File: config.mk
export PLATFORM = sky130hd
export DESIGN_NAME = oc6_output_ctrl
export DESIGN_NICKNAME = d
export VERILOG_FILES = /design/src/oc6_pkg.sv /design/src/oc6_nvm_if.sv /design/src/oc6_divider.sv /design/src/oc6_nvm_mem.sv /design/src/oc6_output_ctrl.sv
export VERILOG_INCLUDE_DIRS = /design/src
export SDC_FILE = /design/constraint.sdc
export NUM_CORES = 1
export LEC_CHECK = 0
export ABC_AREA = 1
export BUFFER_PORTS_ARGS = -buffer_cell sky130_fd_sc_hd__buf_2
export CAP_MARGIN = 20
export CORE_ASPECT_RATIO = 0.8
export CORE_MARGIN = 5
export CORE_UTILIZATION = 50
export CTS_CLUSTER_SIZE = 20
export DETAILED_ROUTE_END_ITERATION = 8
export PLACE_DENSITY = 0.76
export SLEW_MARGIN = 20
export SYNTH_ARGS = -nofsm -noshare
export SYNTH_HDL_FRONTEND = slang
export SYNTH_SLANG_ARGS = --single-unit
File: constraint.sdc
create_clock -name i_mclk -period 1.4 [get_ports i_mclk]
set_input_delay 0.28 -clock i_mclk [delete_from_list [all_inputs] [get_ports i_mclk]]
set_output_delay 0.28 -clock i_mclk [all_outputs]
set_load 0.01 [all_outputs]
File: src/oc6_params.svh
// constants for the channel six output control block: offsets, fields, resets
// assumes inclusion by bare name from each design file
`ifndef OC6_PARAMS_SVH
`define OC6_PARAMS_SVH

// ----------------------------------------------------------------------
// register offsets
// ----------------------------------------------------------------------
`define OC6_ADDR_CTRL 8'h29
`define OC6_ADDR_DIV 8'h2A

// ----------------------------------------------------------------------
// control register fields
// ----------------------------------------------------------------------
`define OC6_SRC_MSB 7
`define OC6_SRC_LSB 6
`define OC6_FMT_MSB 5
`define OC6_FMT_LSB 4
`define OC6_M1_MSB 3
`define OC6_M1_LSB 2
`define OC6_M2_MSB 1
`define OC6_M2_LSB 0

// ----------------------------------------------------------------------
// reset values
// ----------------------------------------------------------------------
`define OC6_CTRL_RST 8'h18
`define OC6_DIV_RST 8'h05
`define OC6_RD_IDLE 8'h00

// ----------------------------------------------------------------------
// driver strengths and loads
// ----------------------------------------------------------------------
`define OC6_TAIL_OFF 5'h00
`define OC6_TAIL_4MA 5'h04
`define OC6_TAIL_6MA 5'h06
`define OC6_TAIL_8MA 5'h08
`define OC6_TAIL_16MA 5'h10
`define OC6_LOAD_NONE 8'h00
`define OC6_LOAD_50 8'h32
`define OC6_LOAD_100 8'h64
`define OC6_LOAD_200 8'hC8

// ----------------------------------------------------------------------
// non-volatile image
// ----------------------------------------------------------------------
`define OC6_NVM_IDX_CTRL 1'h0
`define OC6_NVM_IDX_DIV 1'h1

`endif

File: src/oc6_pkg.sv
// types of the channel six output control block
// assumes nothing beyond a SystemVerilog compiler
package oc6_pkg;

  // --------------------------------------------------------------------
  // field encodings
  // --------------------------------------------------------------------
  typedef enum logic [1:0] {
    OC6_SRC_SYNTH = 2'b00,
    OC6_SRC_RSVD = 2'b01,
    OC6_SRC_PRI = 2'b10,
    OC6_SRC_SEC = 2'b11
  } oc6_src_t;

  typedef enum logic [1:0] {
    OC6_FMT_OFF = 2'b00,
    OC6_FMT_ACDIFF = 2'b01,
    OC6_FMT_HCSL = 2'b10,
    OC6_FMT_CMOS = 2'b11
  } oc6_fmt_t;

  typedef enum logic [1:0] {
    OC6_PIN_TRI = 2'b00,
    OC6_PIN_LOW = 2'b01,
    OC6_PIN_INV = 2'b10,
    OC6_PIN_TRUE = 2'b11
  } oc6_pin_t;

  // --------------------------------------------------------------------
  // start-up load sequence
  // --------------------------------------------------------------------
  typedef enum logic [1:0] {
    OC6_ST_RD_CTRL = 2'b00,
    OC6_ST_RD_DIV = 2'b01,
    OC6_ST_LD_DIV = 2'b10,
    OC6_ST_RUN = 2'b11
  } oc6_state_t;

endpackage : oc6_pkg
File: src/oc6_nvm_if.sv
// carrier between the control block and its non-volatile image store
// assumes one clock shared by both ends
`timescale 1ns/1ps

interface oc6_nvm_if;
  logic rd_en;
  logic rd_addr;
  logic [7:0] rd_data;
  logic wr_en;
  logic wr_addr;
  logic [7:0] wr_data;

  modport ctrl (output rd_en, output rd_addr, input rd_data, output wr_en, output wr_addr, output wr_data);
  modport mem (input rd_en, input rd_addr, output rd_data, input wr_en, input wr_addr, input wr_data);
endinterface : oc6_nvm_if

File: src/oc6_divider.sv
// output divider: 50 percent duty, ratio value plus one, counts both source edges
// assumes i_edge is a one-cycle mark for every source transition
`timescale 1ns/1ps
`include "oc6_params.svh"

module oc6_divider (
  input wire logic i_mclk,
  input wire logic i_rst_n,
  input wire logic i_enable,
  input wire logic i_edge,
  input wire logic [7:0] i_ratio,
  output logic o_clk
);

  logic [7:0] cnt_reg;
  logic [7:0] cnt_next;
  logic clk_reg;
  logic clk_next;
  logic wrap;

  // toggle after ratio plus one edges gives a period of ratio plus one source periods
  assign wrap = i_edge && (cnt_reg >= i_ratio);
  assign cnt_next = !i_enable ? 8'h00 : wrap ? 8'h00 : i_edge ? cnt_reg + 8'h01 : cnt_reg;
  assign clk_next = !i_enable ? 1'b0 : wrap ? !clk_reg : clk_reg;

  always_ff @(posedge i_mclk) begin
    if (!i_rst_n) begin
      cnt_reg <= 8'h00;
      clk_reg <= 1'b0;
    end else begin
      cnt_reg <= cnt_next;
      clk_reg <= clk_next;
    end
  end

  assign o_clk = clk_reg;
endmodule : oc6_divider

File: src/oc6_nvm_mem.sv
// two-word non-volatile image of the channel six registers
// assumes content survives reset; factory image equals the register reset values
`timescale 1ns/1ps
`include "oc6_params.svh"

module oc6_nvm_mem (
  input wire logic i_mclk,
  oc6_nvm_if.mem nvm
);

  // factory image, given at declaration so the clocked process stays the only writer
  logic [7:0] mem_reg [0:1] = '{`OC6_CTRL_RST, `OC6_DIV_RST};
  logic [7:0] rd_data_reg = `OC6_RD_IDLE;

  always_ff @(posedge i_mclk) begin
    if (nvm.wr_en) begin
      mem_reg[nvm.wr_addr] <= nvm.wr_data;
    end
    if (nvm.rd_en) begin
      rd_data_reg <= mem_reg[nvm.rd_addr];
    end
  end

  assign nvm.rd_data = rd_data_reg;

endmodule : oc6_nvm_mem

File: src/oc6_output_ctrl.sv
// channel six output control: source mux, divider, driver format, register port
// assumes sampled clock inputs synchronous to i_mclk; first access after o_init_done
//
// Behaviour
// source field: synth, reserved, primary, secondary
// format: off, AC differential, HCSL, LVCMOS
// LVCMOS first mode drives positive pin
// differential first mode sets tail current
// second mode: HCSL load or negative pin
// divider is full eight bits of own register
// divide ratio is value plus one
// divider only acts on synthesizer paths
// divider resets to five, divide by six
// reference sources bypass the divider
// doubler on gives doubled reference
// start-up loads image, writes override
// reserved source code yields no clock
//
// The address-and-strobe port was chosen for this implementation.
`timescale 1ns/1ps
`include "oc6_params.svh"

module oc6_output_ctrl (
  input wire logic i_mclk,
  input wire logic i_rst_n,
  input wire logic [7:0] i_addr,
  input wire logic [7:0] i_wr_data,
  input wire logic i_wr,
  input wire logic i_rd,
  output logic [7:0] o_rd_data,
  input wire logic i_nvm_wr,
  input wire logic i_nvm_addr,
  input wire logic [7:0] i_nvm_data,
  input wire logic i_synth_clk,
  input wire logic i_second_synth_clk,
  input wire logic i_second_synth_path_sel,
  input wire logic i_pri_ref,
  input wire logic i_pri_ref_x2,
  input wire logic i_sec_ref,
  input wire logic i_sec_ref_x2,
  input wire logic i_ref_doubler_en,
  output logic o_out_p,
  output logic o_out_p_oe,
  output logic o_out_n,
  output logic o_out_n_oe,
  output logic [4:0] o_tail_ma,
  output logic [7:0] o_load_ohm,
  output logic o_div_active,
  output logic o_init_done
);

  // --------------------------------------------------------------------
  // functions
  // --------------------------------------------------------------------
  // returns {enable, level} for one LVCMOS pin
  function automatic logic [1:0] oc6_pin_drive(input logic [1:0] mode, input logic clk);
    logic [1:0] r;
    r = 2'b00;
    case (oc6_pkg::oc6_pin_t'(mode))
      oc6_pkg::OC6_PIN_TRI: r = 2'b00;
      oc6_pkg::OC6_PIN_LOW: r = 2'b10;
      oc6_pkg::OC6_PIN_INV: r = {1'b1, !clk};
      oc6_pkg::OC6_PIN_TRUE: r = {1'b1, clk};
      default: r = 2'b00;
    endcase
    return r;
  endfunction : oc6_pin_drive

  // --------------------------------------------------------------------
  // registers and start-up load
  // --------------------------------------------------------------------
  oc6_nvm_if nvm ();

  oc6_nvm_mem u_nvm (
    .i_mclk(i_mclk),
    .nvm(nvm.mem)
  );

  logic [7:0] ctrl_reg;
  logic [7:0] ctrl_next;
  logic [7:0] div_reg;
  logic [7:0] div_next;
  logic [7:0] rd_data_reg;
  logic [7:0] rd_data_next;
  logic init_done_reg;
  oc6_pkg::oc6_state_t state_reg;
  oc6_pkg::oc6_state_t state_next;

  wire hit_ctrl = (i_addr == `OC6_ADDR_CTRL);
  wire hit_div = (i_addr == `OC6_ADDR_DIV);
  wire wr_ctrl = i_wr && hit_ctrl;
  wire wr_div = i_wr && hit_div;
  wire ld_ctrl = (state_reg == oc6_pkg::OC6_ST_RD_DIV);
  wire ld_div = (state_reg == oc6_pkg::OC6_ST_LD_DIV);

  assign nvm.rd_en = (state_reg == oc6_pkg::OC6_ST_RD_CTRL) || ld_ctrl;
  assign nvm.rd_addr = ld_ctrl ? `OC6_NVM_IDX_DIV : `OC6_NVM_IDX_CTRL;
  assign nvm.wr_en = i_nvm_wr;
  assign nvm.wr_addr = i_nvm_addr;
  assign nvm.wr_data = i_nvm_data;

  // a bus write in the same cycle beats the image load
  assign ctrl_next = wr_ctrl ? i_wr_data : ld_ctrl ? nvm.rd_data : ctrl_reg;
  assign div_next = wr_div ? i_wr_data : ld_div ? nvm.rd_data : div_reg;

  always_comb begin
    state_next = state_reg;
    case (state_reg)
      oc6_pkg::OC6_ST_RD_CTRL: state_next = oc6_pkg::OC6_ST_RD_DIV;
      oc6_pkg::OC6_ST_RD_DIV: state_next = oc6_pkg::OC6_ST_LD_DIV;
      oc6_pkg::OC6_ST_LD_DIV: state_next = oc6_pkg::OC6_ST_RUN;
      oc6_pkg::OC6_ST_RUN: state_next = oc6_pkg::OC6_ST_RUN;
      default: state_next = oc6_pkg::OC6_ST_RD_CTRL;
    endcase
  end

  // unmapped reads answer zero
  assign rd_data_next = !i_rd ? `OC6_RD_IDLE : hit_ctrl ? ctrl_reg : hit_div ? div_reg : `OC6_RD_IDLE;

  always_ff @(posedge i_mclk) begin
    if (!i_rst_n) begin
      ctrl_reg <= `OC6_CTRL_RST;
      div_reg <= `OC6_DIV_RST;
      rd_data_reg <= `OC6_RD_IDLE;
      init_done_reg <= 1'b0;
      state_reg <= oc6_pkg::OC6_ST_RD_CTRL;
    end else begin
      ctrl_reg <= ctrl_next;
      div_reg <= div_next;
      rd_data_reg <= rd_data_next;
      init_done_reg <= (state_next == oc6_pkg::OC6_ST_RUN);
      state_reg <= state_next;
    end
  end

  // --------------------------------------------------------------------
  // field decode
  // --------------------------------------------------------------------
  oc6_pkg::oc6_src_t src_sel;
  oc6_pkg::oc6_fmt_t fmt_sel;
  wire [1:0] mode_first = ctrl_reg[`OC6_M1_MSB:`OC6_M1_LSB];
  wire [1:0] mode_second = ctrl_reg[`OC6_M2_MSB:`OC6_M2_LSB];

  assign src_sel = oc6_pkg::oc6_src_t'(ctrl_reg[`OC6_SRC_MSB:`OC6_SRC_LSB]);
  assign fmt_sel = oc6_pkg::oc6_fmt_t'(ctrl_reg[`OC6_FMT_MSB:`OC6_FMT_LSB]);

  wire is_hcsl = (fmt_sel == oc6_pkg::OC6_FMT_HCSL);
  wire is_cmos = (fmt_sel == oc6_pkg::OC6_FMT_CMOS);
  wire is_diff = (fmt_sel == oc6_pkg::OC6_FMT_ACDIFF) || is_hcsl;
  wire use_div = (src_sel == oc6_pkg::OC6_SRC_SYNTH);

  // --------------------------------------------------------------------
  // source mux and divider
  // --------------------------------------------------------------------
  wire synth_clk = i_second_synth_path_sel ? i_second_synth_clk : i_synth_clk;
  wire pri_clk = i_ref_doubler_en ? i_pri_ref_x2 : i_pri_ref;
  wire sec_clk = i_ref_doubler_en ? i_sec_ref_x2 : i_sec_ref;
  wire src_raw = (src_sel == oc6_pkg::OC6_SRC_SYNTH) ? synth_clk :
                 (src_sel == oc6_pkg::OC6_SRC_PRI) ? pri_clk :
                 (src_sel == oc6_pkg::OC6_SRC_SEC) ? sec_clk : 1'b0;

  logic src_level_reg;
  logic src_prev_reg;
  logic div_clk;

  always_ff @(posedge i_mclk) begin
    if (!i_rst_n) begin
      src_level_reg <= 1'b0;
      src_prev_reg <= 1'b0;
    end else begin
      src_level_reg <= src_raw;
      src_prev_reg <= src_level_reg;
    end
  end

  wire src_edge = src_level_reg ^ src_prev_reg;

  oc6_divider u_div (
    .i_mclk(i_mclk),
    .i_rst_n(i_rst_n),
    .i_enable(use_div),
    .i_edge(src_edge),
    .i_ratio(div_reg),
    .o_clk(div_clk)
  );

  // references go straight to the driver
  wire core_clk = use_div ? div_clk : src_level_reg;

  // --------------------------------------------------------------------
  // driver format
  // --------------------------------------------------------------------
  wire [1:0] cmos_p = oc6_pin_drive(mode_first, core_clk);
  wire [1:0] cmos_n = oc6_pin_drive(mode_second, core_clk);
  wire hcsl_tri = is_hcsl && (mode_second == 2'b00);

  wire p_oe_next = is_cmos ? cmos_p[1] : (is_diff && !hcsl_tri);
  wire n_oe_next = is_cmos ? cmos_n[1] : (is_diff && !hcsl_tri);
  wire p_next = is_cmos ? cmos_p[0] : (is_diff && core_clk);
  wire n_next = is_cmos ? cmos_n[0] : (is_diff && !core_clk);

  wire [4:0] tail_next = !is_diff ? `OC6_TAIL_OFF :
                         (mode_first == 2'b00) ? `OC6_TAIL_4MA :
                         (mode_first == 2'b01) ? `OC6_TAIL_6MA :
                         (mode_first == 2'b10) ? `OC6_TAIL_8MA :
                         is_hcsl ? `OC6_TAIL_16MA : `OC6_TAIL_8MA;
  wire [7:0] load_next = !is_hcsl ? `OC6_LOAD_NONE :
                         (mode_second == 2'b01) ? `OC6_LOAD_50 :
                         (mode_second == 2'b10) ? `OC6_LOAD_100 :
                         (mode_second == 2'b11) ? `OC6_LOAD_200 : `OC6_LOAD_NONE;

  logic out_p_reg;
  logic out_p_oe_reg;
  logic out_n_reg;
  logic out_n_oe_reg;
  logic [4:0] tail_reg;
  logic [7:0] load_reg;
  logic div_active_reg;

  always_ff @(posedge i_mclk) begin
    if (!i_rst_n) begin
      out_p_reg <= 1'b0;
      out_p_oe_reg <= 1'b0;
      out_n_reg <= 1'b0;
      out_n_oe_reg <= 1'b0;
      tail_reg <= `OC6_TAIL_OFF;
      load_reg <= `OC6_LOAD_NONE;
      div_active_reg <= 1'b0;
    end else begin
      out_p_reg <= p_next;
      out_p_oe_reg <= p_oe_next;
      out_n_reg <= n_next;
      out_n_oe_reg <= n_oe_next;
      tail_reg <= tail_next;
      load_reg <= load_next;
      div_active_reg <= use_div;
    end
  end

  assign o_out_p = out_p_reg;
  assign o_out_p_oe = out_p_oe_reg;
  assign o_out_n = out_n_reg;
  assign o_out_n_oe = out_n_oe_reg;
  assign o_tail_ma = tail_reg;
  assign o_load_ohm = load_reg;
  assign o_div_active = div_active_reg;
  assign o_init_done = init_done_reg;
  assign o_rd_data = rd_data_reg;
endmodule : oc6_output_ctrl

==> results_dict.tcl, run 1 <==
set metrics [dict create \
    outcome "finished, violations left" \
    violations "setup timing" \
    die-area_um2 8634 \
    dp_slack_ns -0.1085 \
    worst-path-max-fanout 2 \
    utilization 0.6497 \
    clk_pin_slew_ns 0.08 \
    largest_reg_flops 16 \
    die_w_um 102.6 \
    drive_gt1_frac 0.3077 \
    synth_seq_cells 76 \
    diodes 0 \
    yosys-top-cells-area "dfxtp_1 30%, edfxtp_1 21%, nand2_1 14%" \
    syn_to_final_growth_pct 28.50 \
    synthSimpleGateAreaFrac 0.2690 \
    synth_cells 417 \
    fill_cells 561 \
    synth_area_um2 3433 \
    start_util 0.5056 \
    clock_skew_ns 0.01026 \
    ant_nets 0 \
    path_delay_family "compound AO/OA/AOI/OAI gates" \
    vias_per_cell 4.913 \
    ir_drop_mv 0.7506 \
    arrival_ns 1.75 \
    grt_remaining_overflow 0 \
    place.gp.congestion 0.8568 \
    max_freq_mhz 685.7 \
    boundaryPins 65 \
    hold_start "i_nvm_data[0]" \
    rsz0062_at_grt "yes" \
    setup_violations 9 \
    die_h_um 84.12 \
    cp-end-kind "flop" \
    yosys.cell_types.count 29 \
    period_share 1.042 \
    drt-initial-drc-count 173 \
    clk_latency_ns 0.35 \
    synth_top_area_frac 0.3032 \
    ctsHoldBuffers 0 \
    fp-row-count 27 \
    worstPathRequired_ns 1.69 \
    slew_viol_final 0 \
    multi_input_area_um2 1503 \
    power_uw 5047 \
    ys_async_sr_fraction 0 \
    p_leak_uw 0.002102 \
    route.vias.total 2982 \
    fin_crit_ns 1.458 \
    synth-xor-area-share 0.01494 \
    hold_path_class "input port to flop" \
    grt_pass1_wl_um 12970 \
    dp_hpwl_um 5791 \
    start_kind "flop" \
    synth-edff-count 24 \
    r2r-end "u_div.o_clk" \
    r2r_start "div_reg[7]" \
    critical_path.slowest_cell "dfxtp_2" \
    drv_cap 0 \
    cpPeakStageDelay_ns 0.33 \
    synth_flop_cell "dfxtp_1" \
    r2r_cells 9 \
    yosysMostFrequentCell "nand2_1" \
    wl_um 8004 \
    dpl-instance-area_um2 4030 \
    synth.largest_area_cell "dfxtp_1" \
    crit_type "flop to flop" \
    synth.top_cells.by_count "126 x nand2_1, 52 x dfxtp_1, 49 x inv_1, 46 x nor2_1" \
    final_nets 569 \
    ff2ff_setup_slack_ns -0.06 \
    cts-htree-levels 3 \
    synth_top_family_by_area "simple AND/OR/NAND/NOR gates" \
    finalInstanceArea_um2 4412 \
    grt_pass1_vias 2926 \
    synth_mux_area_frac 0.002915 \
    portBuffers 62 \
    route.detailed.drc 0 \
    ys_warn_count 0 \
    crit_chain "inv_1 > ha_1 > a21oi_2 > o21a_1 > nand2_2 > nand2_2 > buf_6 > nand2_4 > a21oi_2" \
    cts_tree "built" \
    synth_compound_area_frac 0.05977 \
    clk_path_buf_depth 2 \
    root_buffer "clkbuf_8" \
    regArea_um2 1775 \
    synth_fa_ha_area_frac 0.05831 \
    grt_max_degree 19 \
    grt_util_all_layers 0.1925 \
    dr.pass1.iters 5 \
    timing.final.ws_setup_ns -0.05840 \
    ys_seq_area_frac 0.5131 \
    antenna_found_initial 0 \
    finalHoldViolCount 0 \
    routedWlPerCell_um 13.19 \
    core_area_um2 6790 \
    numCtsBuffers 9 \
    synth.avg_cell_area_um2 8.233 \
    critPathBufInv 2 \
    hold-path-endpoint "u_nvm.mem_reg[0][0]" \
    p_per_area_nw_per_um2 1144 \
    whs_path_depth 1 \
    cts_sinks 76 \
]
logic make-up (layout without fill, tap and decap cells):
kind of cell,Yosys count,in the layout
other,1,2
AOI/OAI and AO/OA,39,39
buffers and inverters,64,166
and+or+nand+nor,215,215
adders and majority gates,16,16
xor gates and xnor gates,5,5
DFF,76,76
muxes,1,1
placed cells by master, fill, tap and decap left out, drive strengths merged, types with 4 or more instances in the layout:
master  netlist  routed
clkbuf        5      12
o21ai        11      11
inv          51      52
nand4         5       5
ha           16      16
edfxtp       24      24
nand2       128     128
dfxtp        52      52
xor2          4       4
nand3        25      25
buf           8      99
nor2         48      48
a21oi        24      24
nor3          5       5
metrics by stage:
stage / cells / setup TNS [ns] / hold slack, ns
after global placement: 587 / -0.8876 / 0.4451
after global routing: 607 / -1.214 / 0.09528
after detailed placement: 587 / -1.377 / 0.4485
after CTS: 605 / 0 / 0.1033
final: 607 / -0.2549 / 0.1209
after floorplan: 418 / 0 / 0.3789
power by group:
part           internal, uW  total (uW)  switching [uW]
registers              2430        2510            82.1
clock network          1040        1840             809
logic                   290         689             399
area by class of cell:
type | instances | area share
clock buffers | 12 | 0.03999
repair buffers | 99 | 0.1370
inverters | 51 | 0.04339
well taps | 87 | 0.02467
clock inverters | 4 | 0.01191
flip-flops and latches | 76 | 0.4024
multi-input cells | 278 | 0.3406
per-layer routing:
| metal | vias up | part of all wire | GRT usage |
|---|---|---|---|
| li1 | 1515 | - | - |
| met1 | 1333 | 0.42 | 0.2319 |
| met2 | 116 | 0.46 | 0.3136 |
| met3 | 18 | 0.092 | 0.07268 |
| met4 | 0 | 0.025 | 0.06675 |
| met5 | - | 0 | 0 |
worst max-delay path by stage:
stage / end / slack [ns] / startpoint / cells past startpoint
floorplan: u_div.cnt_reg[0] / 0.02 / div_reg[3] / 11
global placement: o_rd_data[6] / -0.09 / i_addr[4] / 6
detailed placement: o_rd_data[7] / -0.11 / i_addr[4] / 6
CTS: u_div.cnt_reg[2] / 0.005 / div_reg[6] / 10
global route: u_div.o_clk / -0.15 / div_reg[6] / 10
finish: u_div.o_clk / -0.06 / div_reg[7] / 9
repair_timing:
| action | in CTS | in global routing |
|---|---|---|
| gates resized for setup | 26 | 7 |
| pin swaps | 12 | 3 |
| endpoints found under the setup margin | 9 | 14 |
| buffers inserted | 2 | 2 |
No activity file was read; power rests on OpenSTA's default activity.
==> run 2, diff against run 1 <==
Settings changed: GPL_TIMING_DRIVEN set to 0.
==> results_dict.tcl, run 2 (synthesis gave the netlist of run 1 again) <==
set metrics [dict create \
    outcome "finished, violations left" \
    violations "setup timing" \
    slew_viol_final 0 \
    crit_path_start "div_reg[7]" \
    cts_tree "built" \
    start_util 0.5056 \
    die_h_um 84.12 \
    routedWlPerCell_um 12.81 \
    final_cell_mix "119 x nand2_1, 62 x buf_2, 44 x inv_1" \
    cpPeakStageDelay_ns 0.32 \
    ir_drop_mv 0.7297 \
    post_layout_nonfiller_instances 594 \
    die_w_um 102.6 \
    root_buffer "clkbuf_8" \
    r2r_start "div_reg[7]" \
    ant_nets 0 \
    numCtsBuffers 9 \
    p_per_area_nw_per_um2 1112 \
    crit_type "flop to flop" \
    dr.pass1.iters 4 \
    die-area_um2 8634 \
    cts-htree-levels 3 \
    place.gp.congestion 0.8512 \
    grt_remaining_overflow 0 \
    start_kind "flop" \
    arrival_ns 1.71 \
    tightestPinTransition_ns 0.6412 \
    clk_path_buf_depth 2 \
    rsz0062_at_grt "yes" \
    diodes 0 \
    cts_sinks 76 \
    crit_chain "inv_1 > ha_1 > a21oi_1 > o21a_1 > nand2_2 > nand2_4 > nand2_8 > a21oi_2" \
    syn_to_final_growth_pct 25.51 \
    route.vias.total 2885 \
    timing.final.ws_setup_ns -0.02627 \
    wl_um 7610 \
    critPathBufInv 1 \
    hold_start "i_nvm_data[6]" \
    worst-path-max-fanout 7 \
    clk_latency_ns 0.35 \
    maxSlewHeadroom 0.5709 \
    clk_pin_slew_ns 0.08 \
    fin_crit_ns 1.426 \
    critical_path.slowest_cell "dfxtp_2" \
    path_delay_family "compound AO/OA/AOI/OAI gates" \
    boundaryPins 65 \
    layout_commonest_cell "nand2_1" \
    cp-end-kind "flop" \
    drv_cap 0 \
    setup_violations 8 \
    ctsHoldBuffers 0 \
    worstPathRequired_ns 1.68 \
    max_freq_mhz 701.1 \
    dp.cells 566 \
    vias_per_cell 4.857 \
    clock_skew_ns 0.008022 \
    portBuffers 61 \
    hold_path_class "input port to flop" \
    utilization 0.6346 \
    dp_hpwl_um 5336 \
    period_share 1.019 \
    fill_cells 548 \
    final_nets 556 \
    power_uw 4794 \
    route.detailed.drc 0 \
    antenna_found_initial 0 \
    fp-row-count 27 \
    grt_pass1_vias 2649 \
    grt_max_degree 17 \
    drive_gt1_frac 0.3077 \
    grt_util_all_layers 0.1757 \
    p_leak_uw 0.002013 \
    finalHoldViolCount 0 \
    core_area_um2 6790 \
    largest_reg_flops 16 \
    drt-initial-drc-count 128 \
    finalSetupTns_ns -0.09801 \
    grt_pass1_wl_um 11800 \
]
run 2: cell count changes in the layout (fill, tap and decap cells not counted), moves of 3 or more:
cell | before | now
buf_4 | 35 | 19
nor2_1 | 46 | 40
clkbuf_1 | 0 | 5
nor2_2 | 2 | 6
dfxtp_1 | 41 | 37
dfxtp_2 | 11 | 14
run 2: cell type report:
class / instances / area [um2] / area share
flip-flops and latches: 76 / 1783 / 0.4138
clock buffers: 12 / 136.4 / 0.03165
clock inverters: 4 / 50.05 / 0.01161
plain buffers: 12 / 83.83 / 0.01945
repair buffers: 74 / 402.9 / 0.09350
inverters: 51 / 195.2 / 0.04530
multi-input cells: 278 / 1549 / 0.3595
well taps: 87 / 108.9 / 0.02526
run 2: where the power goes:
part	internal [uW]	switching [uW]
Clock	834	774
Sequential	2430	99.4
Combinational	265	390
Total	3530	1260
run 2: timing repair:
| item | in CTS | in global routing |
|---|---|---|
| setup endpoints to repair | 27 | 26 |
| pin swaps | 17 | 7 |
| resized for setup | 32 | 21 |
| setup buffers | 8 | 5 |
run 2: metal layers:
| layer | track usage | vias up | share of wire |
|---|---|---|---|
| met4 | 0.05602 | 0 | 0.016 |
| met3 | 0.06767 | 12 | 0.092 |
| li1 | - | 1492 | - |
| met1 | 0.2151 | 1282 | 0.44 |
| met5 | 0 | - | 0 |
| met2 | 0.2837 | 99 | 0.45 |
run 2: final timing paths:
path | cells past startpoint | slack (ns) | endpoint
max | 8 | -0.03 | u_div.cnt_reg[7]
min | 1 | 0.12 | u_nvm.mem_reg[1][6]
max reg2reg | 8 | -0.03 | u_div.cnt_reg[7]
min reg2reg | 2 | 0.47 | u_div.o_clk
run 2: stage by stage:
stage	setup slack [ns]	hold WS, ns	instance area, um2
2_1_floorplan	0.02147	0.3789	3437
3_3_place_gp	-0.2552	0.4451	3851
3_5_place_dp	-0.2862	0.4488	3851
4_1_cts	-0.01641	0.1010	4213
5_1_grt	-0.1171	0.09700	4309
6_report	-0.02627	0.1162	4309
